[config.mk]
export PLATFORM = sky130hd
export DESIGN_NAME = ssc_top
export DESIGN_NICKNAME = d
export VERILOG_FILES = /design/src/ssc_pkg.sv /design/src/ssc_top.sv /design/src/ssc_detect.sv
export SDC_FILE = /design/constraint.sdc
export NUM_CORES = 1
export LEC_CHECK = 0
export BUFFER_PORTS_ARGS = -buffer_cell sky130_fd_sc_hd__buf_2
export CAP_MARGIN = 15
export CORE_MARGIN = 10
export CORE_UTILIZATION = 40
export DETAILED_ROUTE_END_ITERATION = 7
export PLACE_DENSITY = 0.61
export REMOVE_ABC_BUFFERS = 1
export SYNTH_ARGS = -nofsm -noshare
export SYNTH_HDL_FRONTEND = slang
export SYNTH_SLANG_ARGS = --single-unit
[constraint.sdc]
create_clock -name clk -period 2.57 [get_ports clk]
set_input_delay 0.514 -clock clk [delete_from_list [all_inputs] [get_ports clk]]
set_output_delay 0.514 -clock clk [all_outputs]
set_load 0.1 [all_outputs]
[src/ssc_pkg.sv]
// Constants of the start-up switch decoder
package ssc_pkg;
   // ***************************************************
   // Register map (byte addresses)
   // ***************************************************
   localparam logic [3:0] OFF_STATUS = 4'h0; // Switch and card state
   localparam logic [3:0] OFF_CTRL   = 4'h4; // Detect enables
   localparam logic [3:0] OFF_DETECT = 4'h8; // Detect steps and locks
   localparam logic [1:0] CTRL_RST   = 2'h3; // Both detectors enabled

   // ***************************************************
   // Switch positions (0-based bit index)
   // ***************************************************
   localparam int SW_PROTECT = 0; // Position 1
   localparam int SW_AUTOLD  = 1; // Position 2
   localparam int SW_PERIPH  = 3; // Position 4
   localparam int SW_SERIAL  = 4; // Position 5
   localparam int SW_USER    = 5; // Position 6
   localparam int SW_BACKUP  = 6; // Position 7

   // ***************************************************
   // Timing
   // ***************************************************
   localparam int SETTLE_CYC  = 4;      // Synchroniser fill
   localparam int HOLD_TIME_MS = 3000;  // Pushbutton hold
   localparam int CLK_KHZ     = 250000; // 250 MHz clock
   localparam int HOLD_CYC    = HOLD_TIME_MS * CLK_KHZ;

   // ***************************************************
   // Card operations, modes, detect steps
   // ***************************************************
   localparam logic [2:0] CARD_NONE    = 3'h0;
   localparam logic [2:0] CARD_RESTORE = 3'h1;
   localparam logic [2:0] CARD_LOAD    = 3'h2;
   localparam logic [2:0] CARD_BACKUP  = 3'h3;
   localparam logic [2:0] CARD_VERIFY  = 3'h4;
   localparam logic [1:0] MODE_PROG    = 2'h0;
   localparam logic [1:0] MODE_MON     = 2'h1;
   localparam logic [1:0] MODE_RUN     = 2'h2;
   localparam logic [2:0] STEP_CONSOLE = 3'h0;
   localparam logic [2:0] STEP_9600    = 3'h1;
   localparam logic [2:0] STEP_19200   = 3'h2;
   localparam logic [2:0] STEP_38400   = 3'h3;
   localparam logic [2:0] STEP_115200  = 3'h4;

   // Sequencer states
   typedef enum logic [2:0] {
      ST_SETTLE, ST_LATCH, ST_IDLE, ST_WAIT
   } ssc_state_t;
endpackage : ssc_pkg

[src/ssc_top.sv]
// Start-up switch decoder, card sequencer and port setup
//
// The placing of the registers and register access over Avalon-MM were left to the implementer.
`timescale 1ns/10ps
`default_nettype none
// Behaviour
// - Position 1 on blocks user program writes
// - Position 1 also guards parameters and blocks clears
// - Position 2 at start-up loads from card
// - Position 7 restore beats position 2 load
// - Position 4 on: peripheral uses stored setup
// - Position 5 on: serial port auto-detects
// - Peripheral tries console, then ascending rates
// - Non-bus devices and 51,200 go undetected
// - Serial tries only bus rates, ascending
// - Position 6 mirrored into user switch flag
// - Position 7 plus hold writes card
// - Position 7 at power-up restores card
// - Position 7 off plus hold verifies card
// - After restore, stay in program mode
// - Host link refused on peripheral, 4 off
// - Host link refused on serial, 5 on
module ssc_top
   import ssc_pkg::*;
#(
   parameter int HOLD_CYCLES = HOLD_CYC // Button hold count
)(
   input  wire logic        clk,
   input  wire logic        srst,
   // Operator pins
   input  wire logic [7:0]  sw_pin,
   input  wire logic        card_btn_pin,
   // Avalon-MM slave
   input  wire logic [3:0]  avs_address,
   input  wire logic        avs_read,
   input  wire logic        avs_write,
   input  wire logic [31:0] avs_writedata,
   output logic [31:0]      avs_readdata,
   output logic             avs_waitrequest,
   // Program memory guards
   input  wire logic        um_wr_req,
   output logic             um_wr_en,
   input  wire logic        param_wr_req,
   output logic             param_wr_en,
   input  wire logic        mem_clr_req,
   output logic             mem_clr_go,
   // Memory card
   output logic [2:0]       card_cmd,
   output logic             card_start,
   input  wire logic        card_done,
   // Operating mode
   input  wire logic [1:0]  mode_req,
   input  wire logic        mode_req_valid,
   output logic [1:0]       op_mode,
   output logic             mode_refused,
   // Serial ports
   input  wire logic        per_try_fail,
   input  wire logic        per_link_ok,
   input  wire logic        ser_try_fail,
   input  wire logic        ser_link_ok,
   output logic             per_use_setup,
   output logic             ser_use_setup,
   output logic [2:0]       per_step,
   output logic [2:0]       ser_step,
   output logic             per_locked,
   output logic             ser_locked,
   output logic             per_hostlink_ok,
   output logic             ser_hostlink_ok,
   // Program-visible flag
   output logic             user_switch_flag
);
   // ***************************************************
   // Declarations
   // ***************************************************
   logic [8:0]  sync1;       // First stage, read by sync2 only
   logic [8:0]  sync2;       // Second stage
   logic [8:0]  sync3;       // Third stage
   logic [8:0]  stable;      // Agreed pin levels
   logic [7:0]  sw;          // Stable switches
   logic        btn;         // Stable pushbutton
   logic        lat_autold;  // Position 2 at power-up
   logic        lat_periph;  // Position 4 at power-up
   logic        lat_serial;  // Position 5 at power-up
   logic        lat_backup;  // Position 7 at power-up
   ssc_state_t  state;       // Sequencer state
   logic [2:0]  settle_cnt;  // Synchroniser fill wait
   logic [29:0] hold_cnt;    // Pushbutton hold timer
   logic        hold_fired;  // One operation per press
   logic        hold_hit;    // Hold time reached
   logic        restore_lock; // Program mode pinned
   logic [1:0]  ctrl;        // Detect enables
   logic        ack;         // Bus answer cycle

   // ***************************************************
   // Pin synchronisers
   // ***************************************************
   // Three stages; taken once stages two and three agree
   always_ff @(posedge clk) begin
      if (srst) begin
         sync1  <= 9'h000;
         sync2  <= 9'h000;
         sync3  <= 9'h000;
         stable <= 9'h000;
      end else begin
         sync1 <= {card_btn_pin, sw_pin};
         sync2 <= sync1;
         sync3 <= sync2;
         for (int i = 0; i < 9; i++) begin
            if (sync2[i] == sync3[i]) begin
               stable[i] <= sync3[i];
            end
         end
      end
   end

   assign sw  = stable[7:0];
   assign btn = stable[8];

   // ***************************************************
   // Write protection
   // ***************************************************
   // Live switch: protection works while running
   assign um_wr_en    = um_wr_req && !sw[SW_PROTECT];
   assign param_wr_en = param_wr_req && !sw[SW_PROTECT];
   assign mem_clr_go  = mem_clr_req && !sw[SW_PROTECT];

   // ***************************************************
   // User switch flag
   // ***************************************************
   always_ff @(posedge clk) begin
      if (srst) begin
         user_switch_flag <= 1'b0;
      end else begin
         user_switch_flag <= sw[SW_USER];
      end
   end

   // ***************************************************
   // Power-up sample
   // ***************************************************
   // Once, after the synchronisers fill
   always_ff @(posedge clk) begin
      if (srst) begin
         lat_autold <= 1'b0;
         lat_periph <= 1'b0;
         lat_serial <= 1'b0;
         lat_backup <= 1'b0;
      end else if (state == ST_LATCH) begin
         lat_autold <= sw[SW_AUTOLD];
         lat_periph <= sw[SW_PERIPH];
         lat_serial <= sw[SW_SERIAL];
         lat_backup <= sw[SW_BACKUP];
      end
   end

   // ***************************************************
   // Pushbutton hold timer
   // ***************************************************
   // Once per press; a long press never repeats
   always_ff @(posedge clk) begin
      if (srst || !btn) begin
         hold_cnt   <= 30'h0;
         hold_fired <= 1'b0;
      end else if (hold_hit) begin
         hold_fired <= 1'b1;
      end else if (!hold_fired) begin
         hold_cnt <= 30'(hold_cnt + 30'h1);
      end
   end

   assign hold_hit = btn && !hold_fired
                     && hold_cnt == 30'(HOLD_CYCLES - 1);

   // ***************************************************
   // Start-up and card sequencer
   // ***************************************************
   always_ff @(posedge clk) begin
      if (srst) begin
         state      <= ST_SETTLE;
         settle_cnt <= 3'h0;
         card_cmd   <= CARD_NONE;
         card_start <= 1'b0;
      end else begin
         card_start <= 1'b0;
         case (state)
            ST_SETTLE: begin
               // No action before the pins are trusted
               settle_cnt <= 3'(settle_cnt + 3'h1);
               if (settle_cnt == 3'(SETTLE_CYC - 1)) begin
                  state <= ST_LATCH;
               end
            end
            ST_LATCH: begin
               if (sw[SW_BACKUP]) begin
                  // Restore wins over automatic load
                  card_cmd   <= CARD_RESTORE;
                  card_start <= 1'b1;
                  state      <= ST_WAIT;
               end else if (sw[SW_AUTOLD]) begin
                  card_cmd   <= CARD_LOAD;
                  card_start <= 1'b1;
                  state      <= ST_WAIT;
               end else begin
                  state <= ST_IDLE;
               end
            end
            ST_IDLE: begin
               // Backup or verify chosen by live position 7
               if (hold_hit) begin
                  card_cmd   <= sw[SW_BACKUP] ? CARD_BACKUP
                                : CARD_VERIFY;
                  card_start <= 1'b1;
                  state      <= ST_WAIT;
               end
            end
            ST_WAIT: begin
               // Presses during an operation are dropped
               if (card_done) begin
                  card_cmd <= CARD_NONE;
                  state    <= ST_IDLE;
               end
            end
            default: begin
               state <= ST_IDLE;
            end
         endcase
      end
   end

   // ***************************************************
   // Operating mode
   // ***************************************************
   // Lock stays until the next power cycle (srst)
   always_ff @(posedge clk) begin
      if (srst) begin
         restore_lock <= 1'b0;
         op_mode      <= MODE_PROG;
         mode_refused <= 1'b0;
      end else begin
         mode_refused <= 1'b0;
         if (card_start && card_cmd == CARD_RESTORE) begin
            restore_lock <= 1'b1;
            op_mode      <= MODE_PROG;
         end else if (mode_req_valid) begin
            if (restore_lock && mode_req != MODE_PROG) begin
               mode_refused <= 1'b1;
            end else if (mode_req <= MODE_RUN) begin
               op_mode <= mode_req;
            end else begin
               mode_refused <= 1'b1;
            end
         end
      end
   end

   // ***************************************************
   // Port setup selection
   // ***************************************************
   // Power-up values; a change needs a power cycle
   assign per_use_setup   = lat_periph;
   assign ser_use_setup   = !lat_serial;
   assign per_hostlink_ok = lat_periph;
   assign ser_hostlink_ok = !lat_serial;

   // Peripheral port detector, console first
   ssc_detect u_per_detect (
      .clk          (clk),
      .srst         (srst),
      .run          (!lat_periph && ctrl[0] && state != ST_SETTLE && state != ST_LATCH),
      .with_console (1'b1),
      .try_fail     (per_try_fail),
      .link_ok      (per_link_ok),
      .step         (per_step),
      .locked       (per_locked)
   );

   // Serial port detector, bus rates only
   ssc_detect u_ser_detect (
      .clk          (clk),
      .srst         (srst),
      .run          (lat_serial && ctrl[1] && state != ST_SETTLE),
      .with_console (1'b0),
      .try_fail     (ser_try_fail),
      .link_ok      (ser_link_ok),
      .step         (ser_step),
      .locked       (ser_locked)
   );

   // ***************************************************
   // Avalon-MM slave
   // ***************************************************
   // One wait cycle: answer at the second edge of a request
   assign avs_waitrequest = (avs_read || avs_write) && !ack;

   always_ff @(posedge clk) begin
      if (srst) begin
         ack <= 1'b0;
      end else begin
         ack <= (avs_read || avs_write) && !ack;
      end
   end

   // Control register write; unmapped writes are ignored
   always_ff @(posedge clk) begin
      if (srst) begin
         ctrl <= CTRL_RST;
      end else if (avs_write && ack && avs_address == OFF_CTRL) begin
         ctrl <= avs_writedata[1:0];
      end
   end

   // Read data prepared in the wait cycle; unmapped reads zero
   always_ff @(posedge clk) begin
      if (srst) begin
         avs_readdata <= 32'h0;
      end else if (avs_read && !ack) begin
         case (avs_address)
            OFF_STATUS: avs_readdata <= {13'h0, card_cmd,
               restore_lock, op_mode, lat_backup, lat_serial,
               lat_periph, lat_autold, btn, sw};
            OFF_CTRL:   avs_readdata <= {30'h0, ctrl};
            OFF_DETECT: avs_readdata <= {24'h0, ser_locked,
               ser_step, per_locked, per_step};
            default:    avs_readdata <= 32'h0;
         endcase
      end
   end

   // ***************************************************
   // Checks
   // ***************************************************
   um_guard_a: assert property (
      @(posedge clk) disable iff (srst)
      sw[SW_PROTECT] |-> !um_wr_en)
      else $error("program write passed while protected");
   clr_guard_a: assert property (
      @(posedge clk) disable iff (srst)
      sw[SW_PROTECT] |-> !mem_clr_go && !param_wr_en)
      else $error("clear or parameter write while protected");
   autoload_a: assert property (
      @(posedge clk) disable iff (srst)
      state == ST_LATCH && sw[SW_AUTOLD] && !sw[SW_BACKUP]
      |=> card_start && card_cmd == CARD_LOAD)
      else $error("automatic load not started");
   no_load_a: assert property (
      @(posedge clk) disable iff (srst)
      lat_backup |-> !(card_start && card_cmd == CARD_LOAD))
      else $error("load started with restore selected");
   user_flag_a: assert property (
      @(posedge clk) disable iff (srst)
      ##1 user_switch_flag == $past(sw[SW_USER]))
      else $error("user switch flag not mirrored");
   hold_op_a: assert property (
      @(posedge clk) disable iff (srst)
      state == ST_IDLE && hold_hit
      |=> card_start && card_cmd ==
          ($past(sw[SW_BACKUP]) ? CARD_BACKUP : CARD_VERIFY))
      else $error("hold did not start backup or verify");
   prog_lock_a: assert property (
      @(posedge clk) disable iff (srst)
      restore_lock |-> op_mode == MODE_PROG)
      else $error("mode left program after restore");
   host_link_a: assert property (
      @(posedge clk) disable iff (srst)
      state == ST_LATCH |=> per_hostlink_ok == $past(sw[SW_PERIPH])
      && ser_hostlink_ok == !$past(sw[SW_SERIAL]))
      else $error("host link permission mismatch");
   bus_answer_a: assert property (
      @(posedge clk) disable iff (srst)
      (avs_read || avs_write) && avs_waitrequest
      |=> !avs_waitrequest)
      else $error("bus answer later than one wait");

   restore_c: cover property (@(posedge clk) disable iff (srst)
      card_start && card_cmd == CARD_RESTORE);
   backup_c: cover property (@(posedge clk) disable iff (srst)
      card_start && card_cmd == CARD_BACKUP);
   refused_c: cover property (@(posedge clk) disable iff (srst)
      mode_refused && restore_lock);
   per_lock_c: cover property (@(posedge clk) disable iff (srst)
      per_locked && per_step == STEP_115200);
endmodule : ssc_top
`default_nettype wire

[src/ssc_detect.sv]
// Baud-rate auto-detect stepper for one serial port
`timescale 1ns/10ps
`default_nettype none
module ssc_detect
   import ssc_pkg::*;
(
   input  wire logic       clk,
   input  wire logic       srst,
   input  wire logic       run,          // Auto-detect active
   input  wire logic       with_console, // Console step first
   input  wire logic       try_fail,     // Attempt failed, pulse
   input  wire logic       link_ok,      // Attempt matched, pulse
   output logic [2:0]      step,         // Current attempt
   output logic            locked        // Device found
);
   logic [2:0] first_step; // First attempt of a cycle

   // Console only on the peripheral port
   assign first_step = with_console ? STEP_CONSOLE : STEP_9600;

   // ***************************************************
   // Stepper
   // ***************************************************
   // Ascending rates, then wrap; the 51,200 rate is no step
   always_ff @(posedge clk) begin
      if (srst || !run) begin
         step   <= first_step;
         locked <= 1'b0;
      end else if (!locked) begin
         if (link_ok) begin
            locked <= 1'b1;
         end else if (try_fail) begin
            // Other speeds never match, so keep cycling
            step <= (step == STEP_115200) ? first_step
                    : 3'(step + 3'h1);
         end
      end
   end

   // ***************************************************
   // Checks
   // ***************************************************
   step_order_a: assert property (
      @(posedge clk) disable iff (srst)
      run && !locked && try_fail && !link_ok && step != STEP_115200
      |=> step == $past(step) + 3'h1)
      else $error("detect step not ascending");
   no_console_a: assert property (
      @(posedge clk) disable iff (srst)
      !with_console |-> step != STEP_CONSOLE)
      else $error("console step on serial port");
endmodule : ssc_detect
`default_nettype wire

Word-level counts from Yosys, hierarchy flattened --
Cells that the tools add are included.
Storage, ports and cells: input bits 60, output and inout bits 56, word-level logic and storage cells 136, register bits 129
Cells by class: $add $sub $neg 4, reduce and logical (&&, ||, !) cells 41, muxes and demuxes 25, bitwise logic cells 8, equality and inequality tests 24, order comparisons 1
Operators by type and width (count):
- one-hot mux 19 bit (3 select lines) | 1
- adder 30 x 1 -> 30 bit (second input constant) | 1
- == test 30 bit (second input constant) | 1
- two-way mux 3 bit | 10
- logical AND 1 bit | 16
- one-hot mux 3 bit (4 select lines) | 1
- AND reduction 3 bit | 4
- two-way mux 1 bit | 11
- adder 3 x 1 -> 3 bit (second input constant) | 3
- == test 1 bit | 9
- == test 3 x 2 -> 1 bit (second input constant) | 3
- one-hot mux 3 bit (3 select lines) | 1
- zero test 1 bit | 8
- NOT 1 bit | 8
- == test 3 x 1 -> 1 bit (second input constant) | 2
- == test 3 bit (second input constant) | 2
- inequality test 2 bit (second input constant) | 3
- nonzero test 3 bit | 2
- == test 4 x 3 -> 1 bit (second input constant) | 1
- == test 4 bit (second input constant) | 1
- zero test 4 bit | 1
- logical OR 1 bit | 4
- AND reduction 4 bit | 1
- zero test 3 bit | 1
- 8 further kinds | 8

Logic depth before layout (Yosys ltp) --
Gate-level depths: netlist of run 1.
depth in word-level cells 6, gate-level depth with buffers 8, depth with buffers taken out 7

Modules after synthesis --
From an unflattened synthesis of run 1, not the netlist that was laid out.
Unflattened totals: cells, all modules 536, area, all modules 5022.3 um2
By module, submodules not included:
- ssc_top | seq. area each 2142.1 um2, instances 1, area each 4591.9 um2, cells each 500
- ssc_detect | seq. area each 110.1 um2, instances 2, area each 215.2 um2, cells each 18

Worst setup path after synthesis of run 1 --
Ideal clock, no wire load.
kind input to output, from in mem_clr_req, to out mem_clr_go, stages 1, data arrival time 1848 ps, data required time 2056 ps, path slack 208 ps, buffers on the path 0, cells stage by stage nor2b_1
Between the ends: word-level cells in the longest chain between the ends 1
Ends and longest elaborated chain:
- start: declaration | RTL line ssc_top.sv:45 | input wire logic mem_clr_req,
- logical AND 1 bit | RTL line ssc_top.sv:125 | assign mem_clr_go = mem_clr_req && !sw[SW_PROTECT];
- end: declaration | RTL line ssc_top.sv:46 | output logic mem_clr_go,
Every way passes these cells.

Worst setup path after layout of run 1 --
from reg hold_cnt[0], to reg state[0]
Between the ends: word-level cells in the longest chain between the ends 4
Ends and longest elaborated chain:
- start: declaration | RTL line ssc_top.sv:87 | logic [29:0] hold_cnt;
- start signal: assignment | RTL line ssc_top.sv:167 | hold_cnt <= 30'(hold_cnt + 30'h1);
- == test 30 bit | RTL line ssc_top.sv:172 | && hold_cnt == 30'(HOLD_CYCLES - 1);
- logical AND 1 bit | RTL line ssc_top.sv:172
- inequality test 2 bit (no line)
- AND reduction 3 bit (no line)
- end signal: assignment | RTL line ssc_top.sv:179 | state <= ST_SETTLE;
- end signal: assignment | RTL line ssc_top.sv:190 | state <= ST_LATCH;
- end signal: assignment | RTL line ssc_top.sv:198 | state <= ST_WAIT;
- end: declaration | RTL line ssc_top.sv:85 | ssc_state_t state;
Every way passes these cells. A chain may end at the register's enable or synchronous reset.

==> results of run 1 <==
## logic make-up (layout without fill, tap and decap cells)
group                      count (synthesis)  in the layout  synth area share
muxes                                     13             13           0.02762
adders and majority gates                 13             13           0.03214
AOI/OAI and AO/OA                         99             99            0.1245
xor gates and xnor gates                  16             16           0.02812
other                                      1             13         0.0007525
and+or+nand+nor                          225            225            0.2659
DFF                                      115            115            0.4620
buffers and inverters                     48            122           0.05900
## worst max-delay path, delay by kind of cell (launching register included)
kind / cells / cell delay, ns
AOI/OAI and AO/OA: 2 / 0.47
adders and majority gates: 1 / 0.22
DFF: 1 / 0.40
and+or+nand+nor: 3 / 0.91
## sequential cells by signal, indices dropped and copies added, names as in the netlist, 2 cells and up
| register | flops |
|---|---|
| state | 2 |
| sync3 | 9 |
| settle_cnt | 3 |
| avs_readdata | 19 |
| sync1 | 9 |
| ctrl | 2 |
| u_per_detect.step | 3 |
| op_mode | 2 |
| card_cmd | 3 |
| u_ser_detect.step | 3 |
| sync2 | 9 |
| hold_cnt | 30 |
| stable | 9 |
## cell type report
| cell class | instances | area, sq um |
|---|---|---|
| timing repair buffer | 78 | 417.9 |
| inverter | 12 | 45.04 |
| tap | 168 | 210.2 |
| clock inverter | 13 | 173.9 |
| clock buffer | 19 | 452.9 |
| fill | 1150 | 6077 |
| sequential | 115 | 2302 |
| multi-input combinational | 379 | 2432 |
## how the worst max path moves through the flow
stage                           start    endpoint  slack, ns  cells after the start
after floorplan           mem_clr_req  mem_clr_go       0.21                      1
after detailed placement  hold_cnt[0]    state[0]       0.50                      6
final                     hold_cnt[0]    state[0]       0.50                      6
after global placement    hold_cnt[0]    state[0]       0.54                      6
after CTS                 hold_cnt[0]    state[0]       0.49                      6
after global routing      hold_cnt[0]    state[0]       0.29                      6
## placed cells by master, fill, tap and decap left out, types with 5 or more instances in the layout
cell type,synthesis,layout
mux2_2,6,6
and3_1,5,5
nand4_1,7,7
nor2_1,59,59
clkbuf_16,0,17
inv_1,12,12
nor3_1,7,7
nand2_1,31,31
conb_1,1,13
o21ai_0,24,24
dfxtp_1,115,115
mux2i_1,7,7
ha_1,12,12
nor2b_1,36,36
xnor2_1,12,12
buf_4,16,5
nand2b_1,6,6
a22oi_1,19,19
or4_1,5,5
o21ai_1,6,6
buf_2,0,72
or3_1,9,9
nand3_1,17,17
a21oi_1,31,31
## Yosys cell counts, drive strengths merged (3+ instances only)
cell type  instances  share of area
nand2b             6         0.0075
and2               4         0.0053
xor2               4         0.0070
nor3              10          0.013
nand4              8          0.011
or4                6         0.0098
nor4               4          0.012
ha                12          0.030
buf               22          0.035
nand4b             3         0.0053
dfxtp            115           0.46
o211ai             3         0.0045
nor2              59          0.044
xnor2             12          0.021
nor4b              3         0.0090
a22oi             19          0.029
and3               6         0.0078
nor2b             36          0.045
nand2             31          0.023
o31ai              3         0.0045
mux2               6          0.014
nand3             21          0.025
nor3b              6          0.012
clkbuf            14          0.015
inv               12         0.0090
o21ai             32          0.034
or3               10          0.013
a21oi             34          0.036
mux2i              7          0.014
and4               5         0.0090
## metal layers
layer	GRT usage	vias up	wire [um]
met5	0	-	0
met4	0.05315	0	159
met3	0.04573	12	743
met2	0.1851	99	4781
met1	0.1562	1778	5078
li1	-	1982	-
## power by group through the flow
stage	clock, mW	combinational, mW	sequential [mW]
floorplan	0	0.327	1.96
finish	2.45	0.500	1.88
global placement	0	0.487	1.91
CTS	2.51	0.503	1.87
global route	2.59	0.548	1.88
detailed placement	0	0.501	1.91
==> results by group, run 1 <==
Run status
  • Status: completed

Floorplan
  • Initial Util: 0.4115
  • Chip width: ~130 um
  • FP Rows: 40
  • Core ar.: ~0.012 sq mm
  • Chip Height: 131.6 um
  • Top Ports: 116
  • Die area: roughly 0.017 sq mm

Worst setup path
  • Critical Path Sink Type: flop
  • WP data required: 2.91 ns
  • Slowest stage delay, CP: between 0.5 and 0.6 ns
  • Worst-path cell chain: ha_1 -> nand3_2 -> o21ai_0 -> nand3_1 -> or4_1 -> a21oi_1
  • Critical Path AT: around 2.4 ns
  • Reg-to-reg critical path startpoint: hold_cnt[0]
  • Worst reg2reg path depth: 6
  • Setup CP Type: flop to flop
  • Worst-path fanout max: 7
  • Slowest CP cell: or4_1
  • CP Launch Type: flop
  • Reg-to-Reg End: state[0]
  • Reg2Reg Setup Slack: 0.50 ns

Logic synthesis
  • Cell count after synthesis: 530
  • Syn avg cell area: about 9.4 sq um
  • Post-synth EDFFs: 0
  • Register area share after synthesis: 0.4620
  • Asr flop ratio synth: 0
  • YS warnings: 0
  • Synth Cell Area: approximately 0.005 sq mm
  • Synth unique cells: slightly above 60
  • Synth Flop Type: dfxtp_1
  • FF+latch count, synth: 115

Clock network
  • Clock Tree Root: clkbuf_16
  • Clock slew at reported path FFs: ~0.060 ns
  • Cts bufs inserted: 17
  • CTS tree: yes
  • Skew-Pair Late Insertion Delay: around 0.41 ns
  • Hold buffer count at cts: 0
  • Clock Path Buffers: 2
  • H-tree depth: 4
  • Clock sinks: ~120
  • CTS resizes: 0
  • Total setup buffers inserted after CTS: 0

Routing
  • TritonRoute pass-1 iters: 4
  • DRC violations left: 0
  • Post-route ant nets: 0
  • Initial DRC count: around 220
  • Routed vias/inst: 4.938
  • Vias: 3871
  • DRT Wirelength: about 11 mm
  • Post-DR wirelength/cell: ~14 um

GRT
  • GRT Overall Usage: 0.1238
  • Total gr overflow: 0
  • Largest net degree at the start of global routing: 76
  • Initial antenna violation count: 0
  • First-pass GRT wire length: ~18 mm
  • Vias in the first global route: ~3700

Worst hold path
  • Min-delay worst type: primary input to flop
  • Hold Path End: sync1[1]
  • Hold path depth: 2
  • HP Start: sw_pin[1]

Power and ir drop
  • Power Density: about 800 mW/mm^2
  • Power consumption: ~4.8 mW
  • P_int: between 3 and 4 mW
  • Clock power share: 0.508
  • Leak: ~2.3 nW
  • Psw: ~1.2 mW
  • Comb pwr share: 0.104
  • Peak VDD IR: 0.4345 mV
  • Switch share: 0.2582
  • Sequential share of power: 0.389

Final layout
  • Final #Nets: about 680
  • Non-filler instance count after layout: a little under 800
  • Number of diodes: 0
  • Area grow syn2layout: 21.09%
  • Post-Layout Inst Area: a little over 0.006 sq mm
  • Final cell utilization of the core: 0.4982
  • Layout cells sized above 1: 0.2403

Place
  • Post-Place Setup Slack: 0.4980 ns
  • Placed cell count: ~750
  • Placed cell areas: around 0.0054 sq mm
  • GP Congestion: about 0.81
  • Post-DP HPWL: between 7 and 8 mm
  • Port bufs: between 70 and 80

Timing
  • Slew margin rel.: 0.5960
  • Period utilization: 0.8070
  • Tmin final: 2.074 ns
  • Max Clock Skew: about 0.0072 ns
  • Hold_ws: ~0.31 ns
  • Setup ws final: 0.4960 ns
  • Max-slew violations: 0
  • Unrepaired setup endpoints after global routing: no
  • Final setup fails: 0
  • Setup TNS: 0 ns
  • FMAX: ~480 MHz
  • Actual slew at the worst max-slew pin: 0.6047 ns
  • Hold Vio Cnt, Final: 0

Run
  • Max-Cap Viols: 0
No activity file was read; power rests on OpenSTA's default activity.
==> inputs of run 2 (changes only) <==
--- a/config.mk
+++ b/config.mk
@@ -10,7 +10,7 @@
 export CORE_MARGIN = 10
 export CORE_UTILIZATION = 40
 export DETAILED_ROUTE_END_ITERATION = 7
-export PLACE_DENSITY = 0.61
+export PLACE_DENSITY = 0.64
 export REMOVE_ABC_BUFFERS = 1
 export SYNTH_ARGS = -nofsm -noshare
 export SYNTH_HDL_FRONTEND = slang
==> constraint.sdc (replaced) <==
create_clock -name clk -period 1.8 [get_ports clk]
set_input_delay 0.36 -clock clk [delete_from_list [all_inputs] [get_ports clk]]
set_output_delay 0.36 -clock clk [all_outputs]
set_load 0.1 [all_outputs]
==> results by group, run 2 (same netlist as run 1, synthesis figures left out) <==
Routing
  • Met2 wire length: approximately 5.8 mm
  • Met1 WL: approximately 5.3 mm
  • Met3 wire length: between 400 and 500 um
  • Routed vias/inst: around 4.9
  • Post-route ant nets: 0
  • DRC violations left: 0
  • Vias: 4127
  • Post-DR wirelength/cell: between 10 and 15 um
  • DRT Wirelength: around 12 mm
  • TritonRoute pass-1 iters: 4
  • Top Layer Used: met4
  • Initial DRC count: roughly 190

Timing
  • Max Clock Skew: between 0.006 and 0.007 ns
  • Actual slew at the worst max-slew pin: just over 0.6 ns
  • Period utilization: 1.045
  • Max-slew violations: 0
  • Setup ws final: -0.08189 ns
  • Slew margin rel.: 0.5895
  • Final setup fails: 6
  • Unrepaired setup endpoints after global routing: yes
  • Hold Vio Cnt, Final: 0
  • Setup TNS: -0.1854 ns
  • Hold_ws: 0.1581 ns
  • Tmin final: about 1.9 ns
  • FMAX: 531.4 MHz

Worst setup path
  • Setup CP Type: flop to flop
  • Reg-to-reg critical path startpoint: hold_cnt[28]
  • Slowest stage delay, CP: 0.45 ns
  • Worst-path cell chain: nor4b_4 -> nand3_2 -> o41ai_4 -> buf_4 -> buf_6 -> o31ai_1 -> a21oi_1
  • Critical Path AT: 2.21 ns
  • WP data required: between 2 and 2.5 ns
  • Critical Path Sink Type: flop
  • Worst-path fanout max: 7
  • CP Launch Type: flop
  • Top Family by Delay on Critical Path: compound AO/OA/AOI/OAI gates
  • WP buf/inv: 2
  • Slowest CP cell: o41ai_4
  • Worst Setup SP: hold_cnt[28]

Final layout
  • Final #Nets: slightly above 700
  • Most frequent cells in the layout: dfxtp_1 (106), buf_2 (72), nor2_1 (59), buf_4 (53), nor2b_1 (36)
  • Regs by FF count: hold_cnt (30), avs_readdata (19)
  • Layout cells sized above 1: 0.3219
  • Area grow syn2layout: 30.20%
  • Largest Register: hold_cnt
  • Non-filler instance count after layout: 836
  • Most common cell after layout, fill and taps aside: dfxtp_1
  • Number of flip-flops in the largest register: 30
  • Number of diodes: 0
  • Filler cells: 1109

Worst hold path
  • HP Start: sw_pin[1]
  • Min-delay worst type: primary input to flop

Power and ir drop
  • Peak VDD IR: ~0.53 mV
  • Leak: around 2.6 nW
  • Power Density: 1022 mW/mm^2
  • Power consumption: about 6.6 mW

Clock network
  • Clock Tree Root: clkbuf_16
  • Clock slew at reported path FFs: approximately 0.060 ns
  • Hold buffer count at cts: 0
  • CTS tree: yes
  • Cts bufs inserted: 17
  • Clock sinks: approximately 120
  • Clock Path Buffers: 2
  • Skew-Pair Late Insertion Delay: 0.41 ns
  • H-tree depth: 4

GRT
  • First-pass GRT wire length: between 15 and 20 mm
  • GRT Overall Usage: 0.1311
  • Largest net degree at the start of global routing: 44
  • Vias in the first global route: around 4000
  • Total gr overflow: 0
  • Initial antenna violation count: 0

Run status
  • Failing checks: setup timing
  • Status: complete, but fails checks

Floorplan
  • Core ar.: approximately 0.012 sq mm
  • Chip width: approximately 130 um
  • FP Rows: 40
  • Top Ports: approximately 120
  • Chip Height: about 130 um
  • Initial Util: 0.4115
  • Die area: between 0.015 and 0.02 sq mm

Run
  • Max-Cap Viols: 0

Place
  • Port bufs: a little over 70
  • Post-DP HPWL: roughly 8.5 mm
  • Placed cell count: roughly 800
  • GP Congestion: a little over 0.8
-- run 2: final cells by class --
class | count | area [sq um] | area share
multi-input combinational | 379 | 2522 | 0.3887
sequential | 115 | 2318 | 0.3573
timing repair buffer | 130 | 823.3 | 0.1269
clock buffer | 19 | 442.9 | 0.06826
tap | 168 | 210.2 | 0.03239
clock inverter | 13 | 126.4 | 0.01948
inverter | 12 | 45.04 | 0.006942
-- run 2: report_power, final --
part           internal (mW)  switching (mW)
clock network           1.95            1.22
registers               2.62          0.0518
logic                  0.264           0.514
-- run 2: worst reg2reg max path: cells and delay by family (launching register included) --
family                 cells  cell delay [ns]
buffers and inverters      2             0.32
AO/OA/AOI/OAI              3             0.68
AND/OR/NAND/NOR            2             0.47
flip-flops                 1             0.33
-- run 2: final timing paths --
kind,end,depth (start not counted),slack [ns]
max,hold_cnt[7],7,-0.08
min,sync1[1],2,0.16
max reg2reg,hold_cnt[7],7,-0.08
min reg2reg,sync2[4],1,0.43
-- run 2: per-layer routing --
| metal | GRT usage | vias to the layer above |
|---|---|---|
| met5 | 0 | - |
| met4 | 0.04944 | 0 |
| met1 | 0.1582 | 1957 |
| met3 | 0.03811 | 10 |
| li1 | - | 2085 |
| met2 | 0.2153 | 75 |
-- run 2: repair_timing --
action / 4_1_cts / 5_1_grt
gates cloned: 0 / 1
hold endpoints to repair: 0 / 0
endpoints found under the setup margin: 12 / 18
gates resized for setup: 10 / 22
pin swaps: 5 / 20
setup buffers: 1 / 6
-- run 2: through the flow --
stage          worst slack, ns  cell area (sq um)    util
2_1_floorplan          -0.2541               4780       -
3_3_place_gp          -0.02837               5738  0.4738
3_5_place_dp          -0.07213               5738  0.4738
4_1_cts               0.001602               6360  0.5251
5_1_grt                -0.1962               6489  0.5357
6_report              -0.08189               6489  0.5357
==> inputs of run 3 (changes only) <==
--- a/config.mk
+++ b/config.mk
@@ -10,7 +10,7 @@
 export CORE_MARGIN = 10
 export CORE_UTILIZATION = 40
 export DETAILED_ROUTE_END_ITERATION = 7
-export PLACE_DENSITY = 0.64
+export PLACE_DENSITY = 0.61
 export REMOVE_ABC_BUFFERS = 1
 export SYNTH_ARGS = -nofsm -noshare
 export SYNTH_HDL_FRONTEND = slang
==> constraint.sdc (replaced) <==
create_clock -name clk -period 1.95 [get_ports clk]
set_input_delay 0.0975 -clock clk [delete_from_list [all_inputs] [get_ports clk]]
set_output_delay 0.0975 -clock clk [all_outputs]
set_load 0.1 [all_outputs]
==> results by group, run 3 (same netlist as run 1, synthesis figures left out) <==
Timing
  • Max-slew violations: 0
  • Unrepaired setup endpoints after global routing: yes
  • Slew margin rel.: 0.6489
  • Hold Vio Cnt, Final: 0
  • Max Clock Skew: 0.009325 ns
  • Actual slew at the worst max-slew pin: between 0.5 and 0.6 ns
  • Hold_ws: approximately 0.03 ns
  • FMAX: between 500 and 600 MHz
  • Final setup fails: 0
  • Tmin final: approximately 1.9 ns
  • Period utilization: 0.9661

GRT
  • Vias in the first global route: 3927
  • Largest net degree at the start of global routing: 43
  • Total gr overflow: 0
  • Initial antenna violation count: 0
  • GRT Overall Usage: 0.1275
  • First-pass GRT wire length: ~19 mm

Floorplan
  • Initial Util: 0.4115
  • Top Ports: 116
  • FP Rows: 40
  • Core ar.: 0.01211 sq mm
  • Die area: 0.01732 sq mm
  • Chip Height: 131.6 um
  • Chip width: approximately 130 um

Place
  • GP Congestion: roughly 0.80
  • Port bufs: about 70
  • Post-DP HPWL: just under 8 mm

Clock network
  • Clock Tree Root: clkbuf_16
  • Skew-Pair Late Insertion Delay: slightly above 0.4 ns
  • Clock slew at reported path FFs: 0.06 ns
  • Clock Path Buffers: 2
  • Cts bufs inserted: 17
  • Clock sinks: around 120
  • H-tree depth: 4
  • CTS tree: yes

Worst setup path
  • Most common cell on crit path: buf_4
  • Setup CP Type: flop to flop
  • CP Launch Type: flop
  • Critical Path Sink Type: flop
  • Worst-path cell chain: buf_4 -> nand4_1 -> buf_4 -> or4_4 -> nor3b_2 -> xnor2_1 -> nor2_1
  • Top Family by Delay on Critical Path: simple AND/OR/NAND/NOR gates
  • Slowest stage delay, CP: roughly 0.58 ns
  • Worst-path fanout max: 5
  • Critical Path AT: about 2.2 ns
  • WP buf/inv: 2
  • WP data required: around 2.2 ns
  • Slowest CP cell: or4_4

Power and ir drop
  • Comb pwr share: 0.113
  • P_int: about 4.6 mW
  • Sequential share of power: 0.396
  • Clock power share: 0.491
  • Power consumption: about 6.2 mW
  • Peak VDD IR: 0.5702 mV
  • Switch share: 0.2642
  • Psw: about 1.6 mW
  • Power Density: 973.6 mW/mm^2
  • Leak: roughly 2.5 nW

Worst hold path
  • Min-delay worst type: primary input to flop

Final layout
  • Regs by FF count: hold_cnt (30), avs_readdata (19)
  • Number of diodes: 0
  • Number of flip-flops in the largest register: 30
  • Largest Register: hold_cnt
  • Filler cells: 1112
  • Layout cells sized above 1: 0.2648
  • Most common cell after layout, fill and taps aside: dfxtp_1
  • Most frequent cells in the layout: dfxtp_1 (113), buf_2 (72), nor2_1 (59), nor2b_1 (36), nand2_1 (31)
  • Area grow syn2layout: 28.62%
  • Multi-input logic area: 0.002492 sq mm
  • FF+latch area: around 0.0023 sq mm
  • Final #Nets: between 700 and 800

Run
  • Max-Cap Viols: 0

Routing
  • TritonRoute pass-1 iters: 4
  • Post-route ant nets: 0
  • DRT Wirelength: roughly 11 mm
  • Routed vias/inst: about 5
  • Vias: between 4000 and 5000
  • Initial DRC count: ~240
  • DRC violations left: 0
  • Post-DR wirelength/cell: 13.60 um

Run status
  • Status: completed
## run 3: path summary, 6_finish.rpt
| kind | to | cells after the start | slack [ns] | start |
|---|---|---|---|---|
| max reg2reg | hold_cnt[25] | 7 | 0.07 | hold_cnt[1] |
| min reg2reg | sync2[3] | 1 | 0.43 | sync1[3] |
| min | ack | 3 | 0.03 | avs_write |
| max | hold_cnt[25] | 7 | 0.07 | hold_cnt[1] |
## run 3: timing repair
action                                  in CTS  in global routing
endpoints found under the hold margin       19                  0
setup buffers                                0                  2
endpoints found under the setup margin       1                  3
cloned                                       0                  1
gates resized for setup                      1                 10
pin swaps                                    0                  4
hold buffers                                18                  0
## run 3: cell type report
type,instances,area share
flip-flops and latches,115,0.3596
inverters,12,0.007027
clock buffers,19,0.06910
clock inverters,13,0.02362
multi-input cells,380,0.3888
well taps,168,0.03279
repair buffers,118,0.1191
## run 3: metrics by stage
| stage | setup WS [ns] | TNS [ns] | instance area [sq um] | utilization | cells |
|---|---|---|---|---|---|
| 3_5_place_dp | -0.02400 | -0.02400 | 5558 | 0.4589 | 772 |
| 2_1_floorplan | -0.09930 | -1.027 | 4780 | - | 506 |
| 4_1_cts | 0.04687 | 0 | 6332 | 0.5228 | 822 |
| 3_3_place_gp | 0.07204 | 0 | 5558 | 0.4589 | 772 |
| 5_1_grt | -0.03056 | -0.1390 | 6410 | 0.5292 | 825 |
| 6_report | 0.06612 | 0 | 6410 | 0.5292 | 825 |
## run 3: worst min-delay path: stages
cell and delay [ns]:
buf_2 0.09, nor2_1 0.05, nor3_1 0.13
## run 3: power groups by stage
| stage | clock network, mW | logic, mW | registers, mW |
|---|---|---|---|
| after floorplan | 0 | 0.430 | 2.59 |
| after global placement | 0 | 0.658 | 2.52 |
| after detailed placement | 0 | 0.671 | 2.52 |
| after CTS | 3.13 | 0.704 | 2.47 |
| after global routing | 3.24 | 0.776 | 2.48 |
| final | 3.06 | 0.707 | 2.47 |
## run 3: per-layer routing
metal / vias up / wire length (um) / global-route usage
li1: 2063 / - / -
met1: 1889 / 5332 / 0.1571
met3: 9 / 604 / 0.04688
met2: 85 / 5186 / 0.1999
met5: - / 0 / 0
met4: 0 / 95 / 0.04512
